File: src/include/scrp_pkg.sv
// Operation
// mode 0 synchronous; modes 1-3 use 7/8/9 bits
// parity only in modes 1 and 2
// mode 3 wake-up for multi-controller links
// three identical channels, each with own registers
// software never uses divisor 1 in mode 0
// software leaves baud register alone while busy
// reading control register clears all error flags
// software sets prescaler run before using generator
// data buffer: 8 bits, read receive, write send
// io_clock_select picks generator or external clock
// io_clock_select 0: generator output halved
// io_clock_select 1: external shift clock directly
// async modes: four clock sources, undivided
// 4-bit receive counter makes sample clock
// sync sampling edge set by select bits
// three samples per bit, majority vote
// full word moves to readable buffer, interrupt
// reading readable buffer clears pending flag
// next frame received while buffer still unread
// overrun drops new word, keeps buffer, ninth bit
// ninth bit holds parity or ninth data bit
// stop bit voted low sets framing error
// parity mismatch sets parity error flag
// parity enable and even/odd select bits
// generator divides chosen tap by 1 to 16
// start bit detected, counter aligned, centre samples
// asynchronous data assembled lsb first
package scrp_pkg;
  // register byte addresses
  localparam logic [7:0] SER0_BUF_OFS = 8'h4c;
  localparam logic [7:0] SER1_BUF_OFS = 8'h50;
  localparam logic [7:0] SER2_BUF_OFS = 8'h54;
  localparam logic [7:0] CTRL_BASE = 8'h60;
  localparam logic [7:0] MODE_BASE = 8'h64;
  localparam logic [7:0] BAUD_BASE = 8'h68;
  localparam logic [7:0] CH_STRIDE = 8'h10;
  localparam logic [7:0] PRESCALER_OFS = 8'h90;
  // serial_control fields
  localparam int CTRL_IOC = 0;
  localparam int CTRL_EDGE = 1;
  localparam int CTRL_OVR = 2;
  localparam int CTRL_PARITY_ERROR_FLAG = 3;
  localparam int CTRL_FRAMING_ERROR_FLAG = 4;
  localparam int CTRL_EVEN = 5;
  localparam int CTRL_PON = 6;
  localparam int CTRL_NINTH = 7;
  // serial_mode_control fields
  localparam int MODE_SRC_LO = 0;
  localparam int MODE_SEL_LO = 2;
  localparam int MODE_RXEN = 4;
  localparam int MODE_WAKE = 5;
  // baud_generator_control fields
  localparam int BAUD_DIV_LO = 0;
  localparam int BAUD_TAP_LO = 4;
  // reset values
  localparam logic [7:0] CTRL_RST = 8'h00;
  localparam logic [7:0] MODE_RST = 8'h00;
  localparam logic [7:0] BAUD_RST = 8'h00;
  // receive counter points
  localparam logic [3:0] SAMPLE_A = 4'h7;
  localparam logic [3:0] SAMPLE_B = 4'h8;
  localparam logic [3:0] SAMPLE_VOTE = 4'h9;
  localparam logic [3:0] SYNC_LAST_BIT = 4'h7;
  localparam logic [3:0] MAX_FRAME_BITS = 4'h9;
  typedef enum logic [1:0] {MODE_SYNC, MODE_7BIT, MODE_8BIT, MODE_9BIT} scrp_mode_e;
  typedef enum logic [1:0] {SRC_TIMER2, SRC_BAUD, SRC_FC2, SRC_EXT} scrp_src_e;
  typedef enum logic [1:0] {RX_IDLE, RX_START, RX_DATA, RX_STOP} scrp_rx_e;
endpackage

File: src/hdl/scrp_receive_path.sv
module scrp_receive_path #(
  parameter int unsigned CHANNEL = 0
) (
  input wire logic clock, // system clock, 100 MHz
  input wire logic rst_n, // async reset, active low
  input wire logic ce, // clock enable, freezes all state when low
  input wire logic [7:0] addr, // register byte address
  input wire logic [7:0] wr_data, // register write data
  input wire logic wr_stb, // write strobe
  input wire logic rd_stb, // read strobe
  output logic [7:0] rd_data, // read data, cycle after rd_stb
  input wire logic serial_rx_in, // serial receive line
  input wire logic external_shift_clock, // external shift / serial clock
  input wire logic timer2_match, // timer 2 comparator pulse
  output logic shift_clock_out, // shift clock, driven in mode 0 when io_clock_select is 0
  output logic shift_clock_oe, // high while shift clock is driven
  output logic receive_done_irq, // one-cycle pulse per stored word
  output logic receive_irq_pending, // pending receive request
  output logic [7:0] send_data, // data written for the send side
  output logic send_load // one-cycle pulse on send data write
);
  function automatic logic [7:0] buf_ofs(int unsigned ch);
    if (ch == 1) begin
      return scrp_pkg::SER1_BUF_OFS;
    end else if (ch == 2) begin
      return scrp_pkg::SER2_BUF_OFS;
    end else begin
      return scrp_pkg::SER0_BUF_OFS;
    end
  endfunction

  function automatic logic maj3(logic a, logic b, logic c);
    return (a & b) | (a & c) | (b & c);
  endfunction

  // each channel instance answers its own addresses and the shared prescaler address
  localparam logic [7:0] CH_OFS = 8'(CHANNEL * scrp_pkg::CH_STRIDE);
  localparam logic [7:0] BUF_A = buf_ofs(CHANNEL);
  localparam logic [7:0] CTRL_A = scrp_pkg::CTRL_BASE + CH_OFS;
  localparam logic [7:0] MODE_A = scrp_pkg::MODE_BASE + CH_OFS;
  localparam logic [7:0] BAUD_A = scrp_pkg::BAUD_BASE + CH_OFS;

  logic [7:0] ctrl_q;
  logic [7:0] mode_q;
  logic [7:0] baud_q;
  logic prun_q;
  logic [7:0] pre_q;
  logic [3:0] bg_cnt_q;
  logic half_q;
  logic fc2_q;
  logic ext_q;
  logic [3:0] cnt_q;
  logic [3:0] bits_q;
  logic [8:0] sh_q;
  logic s_a_q;
  logic s_b_q;
  logic pend_q;
  logic [7:0] rxbuf_q;
  scrp_pkg::scrp_rx_e st_q;

  scrp_pkg::scrp_mode_e mode;
  scrp_pkg::scrp_src_e src;
  logic sync_mode;
  logic rx_en;
  logic tap_tick;
  logic bg_tick;
  logic base_tick;
  logic sync_sample;
  logic ext_rise;
  logic ext_fall;
  logic vote;
  logic par_en;
  logic [3:0] nbits;
  logic [8:0] word;
  logic [7:0] fin_byte;
  logic fin;
  logic fin_framing_error_flag;
  logic fin_parity_error_flag;
  logic wake_block;
  logic xfer;
  logic ovr;
  logic rd_ctrl;
  logic rd_buf;

  assign mode = scrp_pkg::scrp_mode_e'(mode_q[scrp_pkg::MODE_SEL_LO +: 2]);
  assign src = scrp_pkg::scrp_src_e'(mode_q[scrp_pkg::MODE_SRC_LO +: 2]);
  assign sync_mode = (mode == scrp_pkg::MODE_SYNC);
  assign rx_en = mode_q[scrp_pkg::MODE_RXEN];
  assign rd_ctrl = ce && rd_stb && (addr == CTRL_A);
  assign rd_buf = ce && rd_stb && (addr == BUF_A);

  // shared prescaler; stands still until software sets the run bit
  always_ff @(posedge clock or negedge rst_n) begin
    if (!rst_n) begin
      pre_q <= 8'h00;
    end else if (ce && prun_q) begin
      pre_q <= pre_q + 8'h01;
    end
  end

  always_comb begin
    case (baud_q[scrp_pkg::BAUD_TAP_LO +: 2])
      2'd0: tap_tick = &pre_q[1:0];
      2'd1: tap_tick = &pre_q[3:0];
      2'd2: tap_tick = &pre_q[5:0];
      default: tap_tick = &pre_q[7:0];
    endcase
    tap_tick = tap_tick && prun_q;
  end

  // divisor field 0 stands for 16: the 4-bit compare wraps to 15
  assign bg_tick = tap_tick && (bg_cnt_q == (baud_q[scrp_pkg::BAUD_DIV_LO +: 4] - 4'h1));

  always_ff @(posedge clock or negedge rst_n) begin
    if (!rst_n) begin
      bg_cnt_q <= 4'h0;
    end else if (ce && tap_tick) begin
      bg_cnt_q <= bg_tick ? 4'h0 : bg_cnt_q + 4'h1;
    end
  end

  // halved generator output doubles as the driven shift clock
  always_ff @(posedge clock or negedge rst_n) begin
    if (!rst_n) begin
      half_q <= 1'b0;
      fc2_q <= 1'b0;
      ext_q <= 1'b0;
    end else if (ce) begin
      if (bg_tick) begin
        half_q <= ~half_q;
      end
      fc2_q <= ~fc2_q;
      ext_q <= external_shift_clock;
    end
  end

  assign ext_rise = external_shift_clock && !ext_q;
  assign ext_fall = !external_shift_clock && ext_q;

  always_comb begin
    sync_sample = 1'b0;
    base_tick = 1'b0;
    if (sync_mode) begin
      if (!ctrl_q[scrp_pkg::CTRL_IOC]) begin
        sync_sample = bg_tick && !half_q;
      end else begin
        sync_sample = ctrl_q[scrp_pkg::CTRL_EDGE] ? ext_fall : ext_rise;
      end
    end else begin
      case (src)
        scrp_pkg::SRC_TIMER2: base_tick = timer2_match;
        scrp_pkg::SRC_BAUD: base_tick = bg_tick;
        scrp_pkg::SRC_FC2: base_tick = fc2_q;
        default: base_tick = ext_rise;
      endcase
    end
  end

  assign par_en = ctrl_q[scrp_pkg::CTRL_PON] &&
                  (mode == scrp_pkg::MODE_7BIT || mode == scrp_pkg::MODE_8BIT);

  always_comb begin
    case (mode)
      scrp_pkg::MODE_7BIT: nbits = 4'd7;
      scrp_pkg::MODE_8BIT: nbits = 4'd8;
      default: nbits = 4'd9;
    endcase
    if (par_en) begin
      nbits = nbits + 4'd1;
    end
  end

  assign vote = maj3(s_a_q, s_b_q, serial_rx_in);
  // shifted in at the top, so the first bit lands lowest
  assign word = sh_q >> (scrp_pkg::MAX_FRAME_BITS - nbits);

  always_comb begin
    fin = 1'b0;
    fin_byte = word[7:0];
    fin_framing_error_flag = 1'b0;
    fin_parity_error_flag = 1'b0;
    wake_block = 1'b0;
    if (sync_mode) begin
      fin = rx_en && sync_sample && (bits_q == scrp_pkg::SYNC_LAST_BIT);
      fin_byte = {serial_rx_in, sh_q[8:2]};
    end else begin
      fin = base_tick && (st_q == scrp_pkg::RX_STOP) && (cnt_q == scrp_pkg::SAMPLE_VOTE);
      fin_framing_error_flag = !vote;
      fin_parity_error_flag = par_en && ((^word) == ctrl_q[scrp_pkg::CTRL_EVEN]);
      // in mode 3 with wake-up armed, only frames carrying a set ninth bit get through
      wake_block = (mode == scrp_pkg::MODE_9BIT) && mode_q[scrp_pkg::MODE_WAKE] && !word[8];
    end
  end

  assign xfer = fin && !wake_block && !pend_q;
  assign ovr = fin && !wake_block && pend_q;

  // asynchronous frame receiver and synchronous shifter share one shift register
  always_ff @(posedge clock or negedge rst_n) begin
    if (!rst_n) begin
      st_q <= scrp_pkg::RX_IDLE;
      cnt_q <= 4'h0;
      bits_q <= 4'h0;
      sh_q <= 9'h000;
      s_a_q <= 1'b1;
      s_b_q <= 1'b1;
    end else if (ce) begin
      if (!rx_en || (wr_stb && addr == MODE_A)) begin // reprogramming drops any half-counted frame
        st_q <= scrp_pkg::RX_IDLE;
        bits_q <= 4'h0;
      end else if (sync_mode) begin
        st_q <= scrp_pkg::RX_IDLE;
        if (sync_sample) begin
          sh_q <= {serial_rx_in, sh_q[8:1]};
          bits_q <= fin ? 4'h0 : bits_q + 4'h1;
        end
      end else if (base_tick) begin
        cnt_q <= cnt_q + 4'h1;
        if (cnt_q == scrp_pkg::SAMPLE_A) begin
          s_a_q <= serial_rx_in;
        end
        if (cnt_q == scrp_pkg::SAMPLE_B) begin
          s_b_q <= serial_rx_in;
        end
        case (st_q)
          scrp_pkg::RX_IDLE: begin
            if (!serial_rx_in) begin
              st_q <= scrp_pkg::RX_START;
              cnt_q <= 4'h1;
              bits_q <= 4'h0;
            end
          end
          scrp_pkg::RX_START: begin
            if (cnt_q == scrp_pkg::SAMPLE_VOTE) begin
              st_q <= vote ? scrp_pkg::RX_IDLE : scrp_pkg::RX_DATA;
            end
          end
          scrp_pkg::RX_DATA: begin
            if (cnt_q == scrp_pkg::SAMPLE_VOTE) begin
              sh_q <= {vote, sh_q[8:1]};
              bits_q <= bits_q + 4'h1;
              if (bits_q == nbits - 4'h1) begin
                st_q <= scrp_pkg::RX_STOP;
              end
            end
          end
          default: begin
            if (cnt_q == scrp_pkg::SAMPLE_VOTE) begin
              st_q <= scrp_pkg::RX_IDLE;
            end
          end
        endcase
      end
    end
  end

  // readable buffer keeps no reset value
  always_ff @(posedge clock) begin
    if (ce && xfer) begin
      rxbuf_q <= fin_byte;
    end
  end

  // a new word wins over a same-cycle read
  always_ff @(posedge clock or negedge rst_n) begin
    if (!rst_n) begin
      pend_q <= 1'b0;
      receive_done_irq <= 1'b0;
    end else if (ce) begin
      receive_done_irq <= xfer;
      if (xfer) begin
        pend_q <= 1'b1;
      end else if (rd_buf) begin
        pend_q <= 1'b0;
      end
    end
  end
  assign receive_irq_pending = pend_q;

  // control register: error flags set by hardware, cleared as a group by a read
  always_ff @(posedge clock or negedge rst_n) begin
    if (!rst_n) begin
      ctrl_q <= scrp_pkg::CTRL_RST;
    end else if (ce) begin
      if (wr_stb && addr == CTRL_A) begin
        ctrl_q[scrp_pkg::CTRL_IOC] <= wr_data[scrp_pkg::CTRL_IOC];
        ctrl_q[scrp_pkg::CTRL_EDGE] <= wr_data[scrp_pkg::CTRL_EDGE];
        ctrl_q[scrp_pkg::CTRL_EVEN] <= wr_data[scrp_pkg::CTRL_EVEN];
        ctrl_q[scrp_pkg::CTRL_PON] <= wr_data[scrp_pkg::CTRL_PON];
      end
      ctrl_q[scrp_pkg::CTRL_OVR] <= ovr || (ctrl_q[scrp_pkg::CTRL_OVR] && !rd_ctrl);
      ctrl_q[scrp_pkg::CTRL_PARITY_ERROR_FLAG] <= (xfer && fin_parity_error_flag) || (ctrl_q[scrp_pkg::CTRL_PARITY_ERROR_FLAG] && !rd_ctrl);
      ctrl_q[scrp_pkg::CTRL_FRAMING_ERROR_FLAG] <= (xfer && fin_framing_error_flag) || (ctrl_q[scrp_pkg::CTRL_FRAMING_ERROR_FLAG] && !rd_ctrl);
      if (xfer && !sync_mode) begin
        // mode 1 parity already sits in bit 7 of the stored byte
        ctrl_q[scrp_pkg::CTRL_NINTH] <= word[8];
      end
    end
  end

  // mode, baud and prescaler registers; divisor 1 in mode 0 is software's to avoid
  always_ff @(posedge clock or negedge rst_n) begin
    if (!rst_n) begin
      mode_q <= scrp_pkg::MODE_RST;
      baud_q <= scrp_pkg::BAUD_RST;
      prun_q <= 1'b0;
    end else if (ce && wr_stb) begin
      if (addr == MODE_A) begin
        mode_q <= {2'b00, wr_data[5:0]};
      end else if (addr == BAUD_A) begin
        baud_q <= {2'b00, wr_data[5:0]};
      end else if (addr == scrp_pkg::PRESCALER_OFS) begin
        prun_q <= wr_data[0];
      end
    end
  end

  always_ff @(posedge clock or negedge rst_n) begin
    if (!rst_n) begin
      send_data <= 8'h00;
      send_load <= 1'b0;
    end else if (ce) begin
      send_load <= wr_stb && (addr == BUF_A);
      if (wr_stb && addr == BUF_A) begin
        send_data <= wr_data;
      end
    end
  end

  always_ff @(posedge clock or negedge rst_n) begin
    if (!rst_n) begin
      shift_clock_out <= 1'b0;
      shift_clock_oe <= 1'b0;
    end else if (ce) begin
      shift_clock_out <= half_q;
      shift_clock_oe <= sync_mode && !ctrl_q[scrp_pkg::CTRL_IOC];
    end
  end

  // unmapped addresses read as zero
  always_ff @(posedge clock or negedge rst_n) begin
    if (!rst_n) begin
      rd_data <= 8'h00;
    end else if (ce) begin
      if (!rd_stb) begin
        rd_data <= 8'h00;
      end else if (addr == BUF_A) begin
        rd_data <= rxbuf_q;
      end else if (addr == CTRL_A) begin
        rd_data <= ctrl_q;
      end else if (addr == MODE_A) begin
        rd_data <= mode_q;
      end else if (addr == BAUD_A) begin
        rd_data <= baud_q;
      end else if (addr == scrp_pkg::PRESCALER_OFS) begin
        rd_data <= {7'h00, prun_q};
      end else begin
        rd_data <= 8'h00;
      end
    end
  end

  a_err_read_clear: assert property (@(posedge clock) disable iff (!rst_n)
    rd_ctrl && !fin |=> ctrl_q[4:2] == 3'b000)
    else $error("error flags not cleared by control read");

  a_buf_read_clear: assert property (@(posedge clock) disable iff (!rst_n)
    rd_buf && !xfer |=> !pend_q)
    else $error("pending flag not cleared by buffer read");

  a_overrun_keeps: assert property (@(posedge clock) disable iff (!rst_n)
    ce && ovr |=> $stable(rxbuf_q) && ctrl_q[scrp_pkg::CTRL_OVR] && pend_q)
    else $error("overrun did not preserve buffer or set flag");

  a_xfer_raises_irq: assert property (@(posedge clock) disable iff (!rst_n)
    ce && xfer |=> pend_q && receive_done_irq && rxbuf_q == $past(fin_byte))
    else $error("transfer did not store word and raise interrupt");

  a_prescaler_gate: assert property (@(posedge clock) disable iff (!rst_n)
    !prun_q |-> !bg_tick)
    else $error("baud generator ticks with prescaler stopped");

  a_parity_modes: assert property (@(posedge clock) disable iff (!rst_n)
    par_en |-> mode == scrp_pkg::MODE_7BIT || mode == scrp_pkg::MODE_8BIT)
    else $error("parity enabled outside modes 1 and 2");

  a_sync_half_rate: assert property (@(posedge clock) disable iff (!rst_n)
    ce && sync_mode && !ctrl_q[scrp_pkg::CTRL_IOC] && sync_sample |=> half_q)
    else $error("sync sample not on rising halved clock");

  a_start_align: assert property (@(posedge clock) disable iff (!rst_n)
    ce && rx_en && !(wr_stb && addr == MODE_A) && !sync_mode && base_tick && st_q == scrp_pkg::RX_IDLE
    && !serial_rx_in |=> st_q == scrp_pkg::RX_START && cnt_q == 4'h1)
    else $error("start bit not aligned");

  a_stop_framing: assert property (@(posedge clock) disable iff (!rst_n)
    ce && xfer && !sync_mode && !vote |=> ctrl_q[scrp_pkg::CTRL_FRAMING_ERROR_FLAG])
    else $error("low stop bit did not set framing error");
endmodule

File: config.mk
export PLATFORM = sky130hd
export DESIGN_NAME = scrp_receive_path
export DESIGN_NICKNAME = d
export VERILOG_FILES = /design/src/include/scrp_pkg.sv /design/src/hdl/scrp_receive_path.sv
export SDC_FILE = /design/constraint.sdc
export NUM_CORES = 1
export LEC_CHECK = 0
export BUFFER_PORTS_ARGS = -buffer_cell sky130_fd_sc_hd__buf_2
export CELL_PAD_IN_SITES_DETAIL_PLACEMENT = 1
export CELL_PAD_IN_SITES_GLOBAL_PLACEMENT = 2
export CORE_MARGIN = 3
export CORE_UTILIZATION = 42
export DETAILED_ROUTE_END_ITERATION = 8
export PLACE_DENSITY_LB_ADDON = 0.05
export REMOVE_ABC_BUFFERS = 1
export SLEW_MARGIN = 30
export SYNTH_ARGS = -nofsm -noshare
export SYNTH_HDL_FRONTEND = slang
export SYNTH_SLANG_ARGS = --single-unit
File: constraint.sdc
create_clock -name clock -period 5.13 [get_ports clock]
set_input_delay 1.026 -clock clock [delete_from_list [all_inputs] [get_ports clock]]
set_output_delay 1.026 -clock clock [all_outputs]
set_load 0.03 [all_outputs]
==> results summary, run 1 <==
The count of hold buffers inserted by post-cts repair is 0. The required time of the critical path came out at 5.11 ns. In this design, the critical path's most frequently occurring cell is inv_1.

The cell area after synthesis came out at 0.00488 mm². The final worst slack is 2.13 ns. The number of nets in the final layout is 548.

The HPWL after detailed placement came out at 9.53 mm. The largest stage delay on the critical path came out at 0.53 ns. The worst slew slack as a fraction of its limit is 50.1%. The floorplan step defined a core boundary enclosing 0.0111 mm².

The number of remaining DRC errors is 0. The number of enable flip-flop cells after synthesis came out at 8. dfrtp_1 is the most common cell in the netlist. Global routing used 34.3% of the available met2 tracks. The worst hold margin came out at 0.471 ns. The power density over the cells is 267 mW/mm². Post-CTS timing repair inserted 0 buffers for setup. The count of port buffers added during placement is 44. The fraction of registers with async set or reset after synthesis is 90.7%. The actual slew at the worst max-slew pin is 0.749 ns. For this run, global-route usage on met1 was measured as 29.9%. The number of endpoints failing setup at the final stage is 0. The violation count after the first detailed-route iteration came out at 195. The number of buffers and inverters on the critical path is 2. The vias after detailed routing is 3772. The number of antenna-violating nets in the routed design is 0. The number of H-tree levels came out at 3. The area enclosed by the die boundary is 0.0130 mm². The clock tree buffer depth is 2.

The critical path arrival came out at 2.98 ns. Counting flops and latches in the post-synthesis netlist gives 86. STA classifies the critical path startpoint as a register. The insertion delay to the later sink of the worst-skew pair came out at 0.35 ns. The number of synthesis warnings is 0.

The global routing's busiest layer is met2. Setup repair after global routing left no endpoint under its margin. The fraction of layout instances using a drive strength above 1 is 21.9%. The detailed-router iteration count before antenna repair is 4. Among all stages on the critical path, the largest delay is contributed by nor2_1. Measured along the x axis, the die boundary spans 114 µm. The root buffer cell is clkbuf_16. For this run, the leading register cell type out of synthesis is dfrtp_1. The final core utilization came out at 49.4%. The run finished with clean final reports.

The detailed-route wire length is 12.9 mm. The gate count of the mapped netlist is 471. The number of global-route vias before repair came out at 3974. The number of failing hold endpoints at the final stage is 0. The max-capacitance violation count came out at 0. Buffers inserted during clock tree synthesis total 9. The worst setup path is of the register to register kind. The growth of design area from synthesis to finish is 12.1%. The sequential-to-total area share from yosys stat is 44.9%.

After synthesis, the cell types taking the most area are dfrtp_1 39%, mux2_2 8.8%, edfxtp_1 4.9%. In this run the core area contains 38 standard-cell rows. TritonCTS built the clock tree. The initial antenna violation count came to 0. The mean area per synthesized cell is 10.4 µm². The initial cell density of the core is 44.1%. The type of the tightest min-delay check is register to register. The global routing usage on met3 came out at 3.40%. The aggregate negative setup slack is 0 ns. After detailed routing, the average wire length per cell comes to 19.7 µm.

The critical path goes through inv_1, ha_1, inv_1, nand2_1, o32ai_1, nand3_1, a21o_1, nor2_1. The synthesized design spends more area on one cell type than any other, namely dfrtp_1. The number of antenna diodes in the final layout is 0.

The pre-CTS setup slack came out at 1.83 ns. The minimum period implied by the final worst setup slack is 3.00 ns. The critical-path maximum fanout came out at 21. Entering global routing, the biggest net connects 79 pins. The family of cells with the greatest summed delay on the critical path is simple AND/OR/NAND/NOR gates. The sink count of the clock tree came out at 86. The upper clock frequency limit is 333 MHz. The final-report max-slew violation count came out at 0.

The clock input transition at the sequential cells of the worst setup and hold paths came out at 0.06 ns. The weighted congestion at the end of routability-driven global placement came out at 0.843. The vertical die dimension is 114 µm.

The worst IR drop on VDD came out at 0.284 mV. 45 I/O pins were placed. Of the available clock period, the critical path in the final layout requires 58.5%.

The number of distinct standard cells referenced by the synthesized netlist came out at 75. The static leakage power came out at 2.51 nW. Between clock sinks in the finished design, the worst skew comes to 0.00690 ns.

For this run, the total global-route usage over all layers was measured as 21.4%. Sorting the synthesized cells by how often they occur yields 76 x dfrtp_1, 39 x nand2_1, 38 x mux2_2. The global-route wire length before repair came out at 21.6 mm. The number of vias per cell is 5.76.

The total overflow left after global routing is 0. The top cell type's share of synthesized area is 38.9%. The worst setup path is captured at a register. The post-cts resize count came out at 0.
==> registers in the layout, summed over array words and instances (netlist names), 2 cells and up <==
name	cells
sh_q	9
ctrl_q	8
pre_q	8
rd_data	8
rxbuf_q	8
send_data	8
baud_q	6
mode_q	6
bg_cnt_q	4
bits_q	4
cnt_q	4
st_q	2
==> placed cells by master (no fill, tap or decap), drive strengths merged, types with 14 or more instances in the layout <==
cell   instances
dfrtp         76
buf           45
mux2          42
nand2         40
inv           34
o21ai         30
nor2          22
nand3         18
a21oi         16
ha            14
==> per-layer routing <==
metal  vias to the layer above  wire, µm
met1                      1900      6130
li1                       1805         -
met3                        13       398
met2                        54      6210
met4                         0       183
met5                         -         0
==> logic make-up after synthesis <==
logic type / after synthesis / synth area share (%)
AND/OR/NAND/NOR: 128 / 13.8
buffers and inverters: 50 / 4.46
AO/OA/AOI/OAI: 120 / 17.2
XOR/XNOR: 26 / 5.23
flip-flops: 86 / 44.9
multiplexers: 46 / 10.5
adder cells (fa/ha/maj): 15 / 3.79
==> per-stage QoR <==
stage	cell area (µm²)	std cells	power, W
4_1_cts	5480	655	0.00148
3_5_place_dp	5200	639	0.000857
3_3_place_gp	5190	639	0.000852
2_1_floorplan	4790	454	0.000799
6_report	5480	655	0.00146
5_1_grt	5480	655	0.00153
==> final timing paths <==
path / start / to / slack [ns] / cells after the start
setup reg to reg: mode_q[2]$_DFFE_PN0P_ / rxbuf_q[6]$_DFFE_PP_ / 2.13 / 8
setup / recovery: mode_q[2]$_DFFE_PN0P_ / rxbuf_q[6]$_DFFE_PP_ / 2.13 / 8
hold reg to reg: fc2_q$_DFFE_PN0P_ / fc2_q$_DFFE_PN0P_ / 0.47 / 1
min in group asynchronous: rst_n / cnt_q[1]$_DFFE_PN0P_ / 0.72 / 1
hold / removal: fc2_q$_DFFE_PN0P_ / fc2_q$_DFFE_PN0P_ / 0.47 / 1
max in group asynchronous: rst_n / ctrl_q[1]$_DFFE_PN0P_ / 3.89 / 1
==> where the power goes <==
part	internal, W	switching, W	leakage [nW]
logic	0.0000453	0.0000734	1.24
clock network	0.000333	0.000289	0.131
registers	0.000704	0.0000184	1.13
total	0.00108	0.000381	2.51
==> area by class of cell <==
cell class / count / area [µm²]
Clock buffer: 10 / 229
Clock inverter: 6 / 48.8
Fill cell: 1241 / 5600
Inverter: 33 / 124
Multi-Input combinational cell: 335 / 2470
Sequential cell: 86 / 2190
Tap cell: 140 / 175
Timing Repair Buffer: 45 / 234
(Power assumes the default switching activity.)
==> run 2: changes to the inputs <==
- CORE_UTILIZATION: 42 -> 39
- clock period: 5.13 -> 3.1 ns (I/O delays scaled with it)
==> results summary, run 2 (synthesized netlist as in run 1, its figures left out) <==
The run finished with clean final reports. The TritonCTS clock tree is built. The power share of the combinational group is 8.2%. The clock network is responsible for 44.1% of the overall power. The number of nets in the final layout came out at 561.

After clock tree synthesis, the clock-pin slew on the worst setup and hold paths is 0.07 ns. The pre-CTS setup slack came out at 0.140 ns. The final core utilization is 46.5%. The internal power consumption came out at 0.00188 W. The growth of design area from synthesis to finish came out at 15.4%. The detailed-router iteration count before antenna repair came out at 4. The register with the most flip-flops in the layout has 9 of them. The initial antenna violation count was 0. The worst IR drop on VDD is 0.326 mV. The vias after detailed routing came out at 3915. The fill cell instance count of the final layout came out at 1393. The endpoint type of the worst setup path is a register. The weighted congestion at the end of routability-driven global placement came out at 0.923. Data on the critical path is required at its endpoint by 3.33 ns. The initial cell density of the core is 40.3%. The area enclosed by the die boundary is 0.0139 mm².

The first routing iteration left 235 violations. The max-capacitance violation count came out at 0. The switching fraction of total power came out at 25.0%. The sink count of the clock tree is 86. The power density over the cells is 445 mW/mm².

The insertion delay to the later sink of the worst-skew pair came out at 0.35 ns. The fraction of layout instances using a drive strength above 1 is 24.1%. The sequential share of power is 47.7%. The top cell types in the final layout, fill and taps aside, are 75 x dfrtp_1, 43 x buf_2, 39 x nand2_1. After routing the design area is 0.00563 mm².

Dividing the detail-routed via count by the number of cells gives 5.63. The static leakage power is 2.58 nW. The routed design has 13.2 mm of wire. CTS built an H-tree with a depth of 3.

Of all nets on the critical path, the largest fanout is 9. The global-route wire length before repair is 22.0 mm. In this run the clock root is driven by a clkbuf_16. The kind of critical path is register to register. The register with the most flip-flops in the final layout is sh_q. The number of buffers created by CTS came out at 9. The die width is 118 µm. The HPWL after detailed placement came out at 9.86 mm. The final worst slack is 0.241 ns.

The number of global-route vias before repair came to 4021. The upper clock frequency limit came out at 350 MHz. For the pin with the worst max-slew slack, the measured transition is 0.727 ns. Setup repair after global routing left no endpoint under its margin. The count of port buffers added during placement is 44. The aggregate negative setup slack is 0 ns.

The number of failing hold endpoints at the final stage came out at 0. The total global routing track utilization is 19.8%. The tightest min-delay check is of the input pin to async pin type. Pin placement for this block handled 45 I/O pins. The vertical die dimension came out at 118 µm. In this run the power spent charging and discharging nets is 0.000628 W. The per-cell routed wire length is 18.9 µm.

The final-report max-slew violation count is 0. The number of endpoints failing setup at the final stage is 0. The core area is 0.0121 mm². At the worst endpoint, the arrival time is 3.09 ns. Global routing finished with a remaining overflow of 0. The clock tree buffer depth is 2. The number of antenna diodes in the final layout is 0. The most common library cell in the layout ignoring fill and taps is dfrtp_1.

The largest clock skew in the final design is 0.00775 ns. The worst setup path is launched from a register. The number of antenna-violating nets in the routed design came out at 0.

The placement row count is 40. The cell area reported after detailed placement is 0.00529 mm². The number of remaining DRC errors is 0. Measured against its own limit, the worst slew margin works out to 51.5%. The minimum period implied by the final worst setup slack came out at 2.86 ns. The ratio of final minimum period to clock period came out at 92.2%.

Entering global routing, the biggest net connects 79 pins.
## run 2: cell types whose count changed in the layout (fill, tap and decap cells not counted), sizes merged
cell / before / now
clkinv: 3 / 2
bufinv: 0 / 1
clkinvlp: 2 / 1
inv: 34 / 35
buf: 45 / 58
## run 2: stage by stage
step / std cells / hold WS, ns / power, W
2_1_floorplan: 454 / 0.324 / 0.00132
3_3_place_gp: 675 / 0.454 / 0.00141
3_5_place_dp: 675 / 0.460 / 0.00142
4_1_cts: 691 / 0.335 / 0.00254
5_1_grt: 696 / 0.347 / 0.00262
6_report: 696 / 0.294 / 0.00251
## run 2: cell type report
class / count / area, µm² / share of cell area [%]
multi-input combinational: 335 / 2470 / 43.9
clock buffer: 10 / 229 / 4.06
tap: 168 / 210 / 3.73
timing repair buffer: 58 / 332 / 5.88
sequential: 86 / 2200 / 39.0
inverter: 33 / 124 / 2.20
clock inverter: 6 / 70.1 / 1.24
## run 2: power by group through the flow
| stage | Sequential, W | Clock, W | Combinational, W |
|---|---|---|---|
| 3_5_place_dp | 0.00122 | 0 | 0.000204 |
| 6_report | 0.00120 | 0.00111 | 0.000205 |
| 4_1_cts | 0.00120 | 0.00114 | 0.000207 |
| 3_3_place_gp | 0.00122 | 0 | 0.000198 |
| 5_1_grt | 0.00120 | 0.00119 | 0.000230 |
| 2_1_floorplan | 0.00122 | 0 | 0.000105 |
## run 2: path summary, 6_finish.rpt
check                                      startpoint  cells past startpoint               endpoint  slack (ns)
min in group clock               pre_q[5]$_DFFE_PN0P_                      1   pre_q[5]$_DFFE_PN0P_        0.47
max in group asynchronous                       rst_n                      1  mode_q[2]$_DFFE_PN0P_        2.26
worst min-delay path                            rst_n                      1   pre_q[5]$_DFFE_PN0P_        0.29
worst max register to register  baud_q[0]$_DFFE_PN0P_                      9    sh_q[1]$_DFFE_PN0P_        0.24
worst max-delay path            baud_q[0]$_DFFE_PN0P_                      9    sh_q[1]$_DFFE_PN0P_        0.24
worst min register to register   pre_q[5]$_DFFE_PN0P_                      1   pre_q[5]$_DFFE_PN0P_        0.47
## run 2: routing by layer
layer / track usage, % / part of all wire, % / up-vias
met2: 31.9 / 48 / 67
met3: 5.05 / 3.6 / 17
met5: 0 / 0 / -
met1: 26.9 / 47 / 1997
li1: - / - / 1834
met4: 4.76 / 1.4 / 0
## run 2: worst max-delay path: stages, from the launching register on
cell and delay, ns:
dfrtp_1 0.42, inv_1 0.06, ha_1 0.31, xor2_1 0.16
and3_1 0.18, nand3_1 0.14, o31ai_1 0.41, a21oi_1 0.11
and4b_1 0.54, mux2_2 0.39
## run 2: timing repair
action	CTS	global route
hold buffers	0	0
buffers inserted	0	5
setup endpoints to repair	0	3
resized for setup	0	2
==> run 3: changes to the inputs <==
- CELL_PAD_IN_SITES_DETAIL_PLACEMENT: 1 -> not set
- CELL_PAD_IN_SITES_GLOBAL_PLACEMENT: 2 -> not set
- CORE_UTILIZATION: 39 -> 52
==> results summary, run 3 (synthesized netlist as in run 1, its figures left out) <==
The flow ran to the end, and the final reports show no timing, DRC or antenna violations. The per-cell routed wire length came out at 18.5 µm. The register with the most flip-flops in the layout has 9 of them.

Traced cell by cell, the critical path runs through inv_1, ha_1, and3b_4, nor2_4, buf_4, a21oi_1, o32ai_1, xor2_1, xnor3_1, o21ai_1. The die is 103 µm tall. In this run the post-CTS setup repair buffer count came out at 0.

The HPWL after detailed placement is 8.58 mm. The clock tree synthesis step divided the H-tree into 3 levels. The kind of critical path is register to register. The global-route wire length before repair came out at 18.7 mm. Power spread over the standard cell area amounts to 399 mW/mm². The count of port buffers added during placement came out at 44.

The longest clock path from root to sink contains 2 buffers. The worst IR drop on VDD is 0.250 mV. The critical path arrival is 3.16 ns.

The required time of the critical path came out at 3.39 ns. The worst path in the final design needs a cycle of 2.87 ns, including I/O delays and setup. The placement row count came out at 34. The layout has 753 filler cells. The actual slew at the worst max-slew pin came out at 0.732 ns.

The tool flagged a number of max-cap violations equal to 0. The violation count after the first detailed-route iteration is 208. The congestion estimate from routability-driven global placement came to 0.870.

The final-report max-slew violation count is 0. The largest stage delay on the critical path came out at 0.45 ns. The pre-antenna-repair detailed-routing pass consisted of 5 iterations.

The antenna diode count is 0. STA classifies the critical path startpoint as a register. The global route total overflow is 0.

The number of endpoints failing setup at the final stage came out at 0. In the finished design, the share of the clock period the worst path needs comes to 92.7%. For this design, the slowest cell found on the critical path is dfrtp_1.

The area growth from synthesis to layout is 11.1%. The fraction of layout instances using a drive strength above 1 came out at 23.6%. The pin count of the biggest net entering global routing came out at 79. The clock input transition at the sequential cells of the worst setup and hold paths came out at 0.09 ns. Measured on the finished design, the core utilization comes to 60.7%. The initial utilization of the core area, before any placement, comes to 54.7%. The die width came out at 103 µm. The uppermost layer routed is met4. The number of remaining DRC errors came out at 0. The design draws 0.00216 W. For this design the top-level I/O count stands at 45. The worst slew slack as a fraction of its limit is 51.2%. The number of cells after detailed placement came out at 613.

The detailed-route wire length came out at 11.7 mm. Setup repair after global routing left no endpoint under its margin. The reg2reg setup slack came out at 0.23 ns. The vias after detailed routing came out at 3857.

Between clock sinks in the finished design, the worst skew comes to 0.00600 ns. The met1 wire length is 5.34 mm. The count of placed standard cells in the final layout, fillers left out is 633. The count of hold buffers inserted by post-cts repair is 0. The library cells used most frequently in the layout, excluding fill and tap cells, are 76 x dfrtp_1, 43 x buf_2, 39 x nand2_1. The number of nets in the final layout is 558. The sum of met2 wire segment lengths after detailed routing is 5.57 mm.

Clock latency on the worst-skew pair, taken at its later pin, is 0.36 ns. The post-cts resize count came out at 0. The critical-path maximum fanout is 9. The number of failing hold endpoints at the final stage is 0. The aggregate negative setup slack is 0 ns. The number of buffers created by CTS came out at 9. The initial antenna violation count is 0.

The sink count of the clock tree is 86. The region available for standard cell placement spans 0.00893 mm². The number of vias per cell is 6.09. Once detail routing completed, the nets flagged for antenna violations numbered 0.

The register with the most flip-flops is sh_q. The worst setup path is captured at a register. In this run the worst hold path is classified as input pin to async pin. The TritonCTS clock tree is built. The met3 wire length is 640 µm. The total global routing track utilization came out at 23.2%.

The most common library cell in the layout ignoring fill and taps is dfrtp_1. The number of global-route vias before repair came out at 3631. The area enclosed by the die boundary came out at 0.0106 mm².

The analysis attributes to cell leakage a power of 2.52 nW. The tree is rooted in a clkbuf_8. Based on the critical path, the design can be clocked at up to 348 MHz.
-- run 3: worst paths after layout --
path | cells after the start | end | from
hold reg to reg | 1 | pre_q[7]$_DFFE_PN0P_ | pre_q[7]$_DFFE_PN0P_
max in group asynchronous | 1 | sh_q[8]$_DFFE_PN0P_ | rst_n
hold / removal | 1 | cnt_q[2]$_DFFE_PN0P_ | rst_n
setup / recovery | 10 | ctrl_q[3]$_DFFE_PN0P_ | mode_q[2]$_DFFE_PN0P_
setup reg to reg | 10 | ctrl_q[3]$_DFFE_PN0P_ | mode_q[2]$_DFFE_PN0P_
min in group clock | 1 | pre_q[7]$_DFFE_PN0P_ | pre_q[7]$_DFFE_PN0P_
-- run 3: power by group --
group | switching [W] | internal (W) | total, W
Combinational | 0.000120 | 0.0000792 | 0.000200
Clock | 0.000458 | 0.000312 | 0.000770
Sequential | 0.0000299 | 0.00116 | 0.00119
-- run 3: final cells by class --
type,instances,area [µm²],share of cell area (%)
well taps,108,135,2.49
inverters,33,124,2.28
clock buffers,9,124,2.28
repair buffers,55,309,5.70
multi-input cells,335,2470,45.6
flip-flops and latches,86,2190,40.5
clock inverters,7,66.3,1.22
-- run 3: through the flow --
stage | hold slack [ns] | instance area (µm²) | setup WS (ns)
after floorplan | 0.324 | 4790 | 0.464
after global placement | 0.454 | 5200 | 0.247
after detailed placement | 0.458 | 5200 | 0.176
after CTS | 0.313 | 5390 | 0.144
after global routing | 0.306 | 5420 | 0.0926
final | 0.266 | 5420 | 0.228
-- run 3: routing by layer --
layer	track usage (%)	vias to the layer above
li1	-	1838
met1	32.2	1883
met2	36.8	122
met4	5.98	0
met5	0	-
met3	5.41	14
-- run 3: worst max-delay path, delay by kind of cell, from the launching register on --
family,cells,cell delay [ns]
flip-flops,1,0.45
adder cells (fa/ha/maj),1,0.43
buffers and inverters,2,0.28
AO/OA/AOI/OAI,3,0.55
AND/OR/NAND/NOR,2,0.46
XOR/XNOR,2,0.61
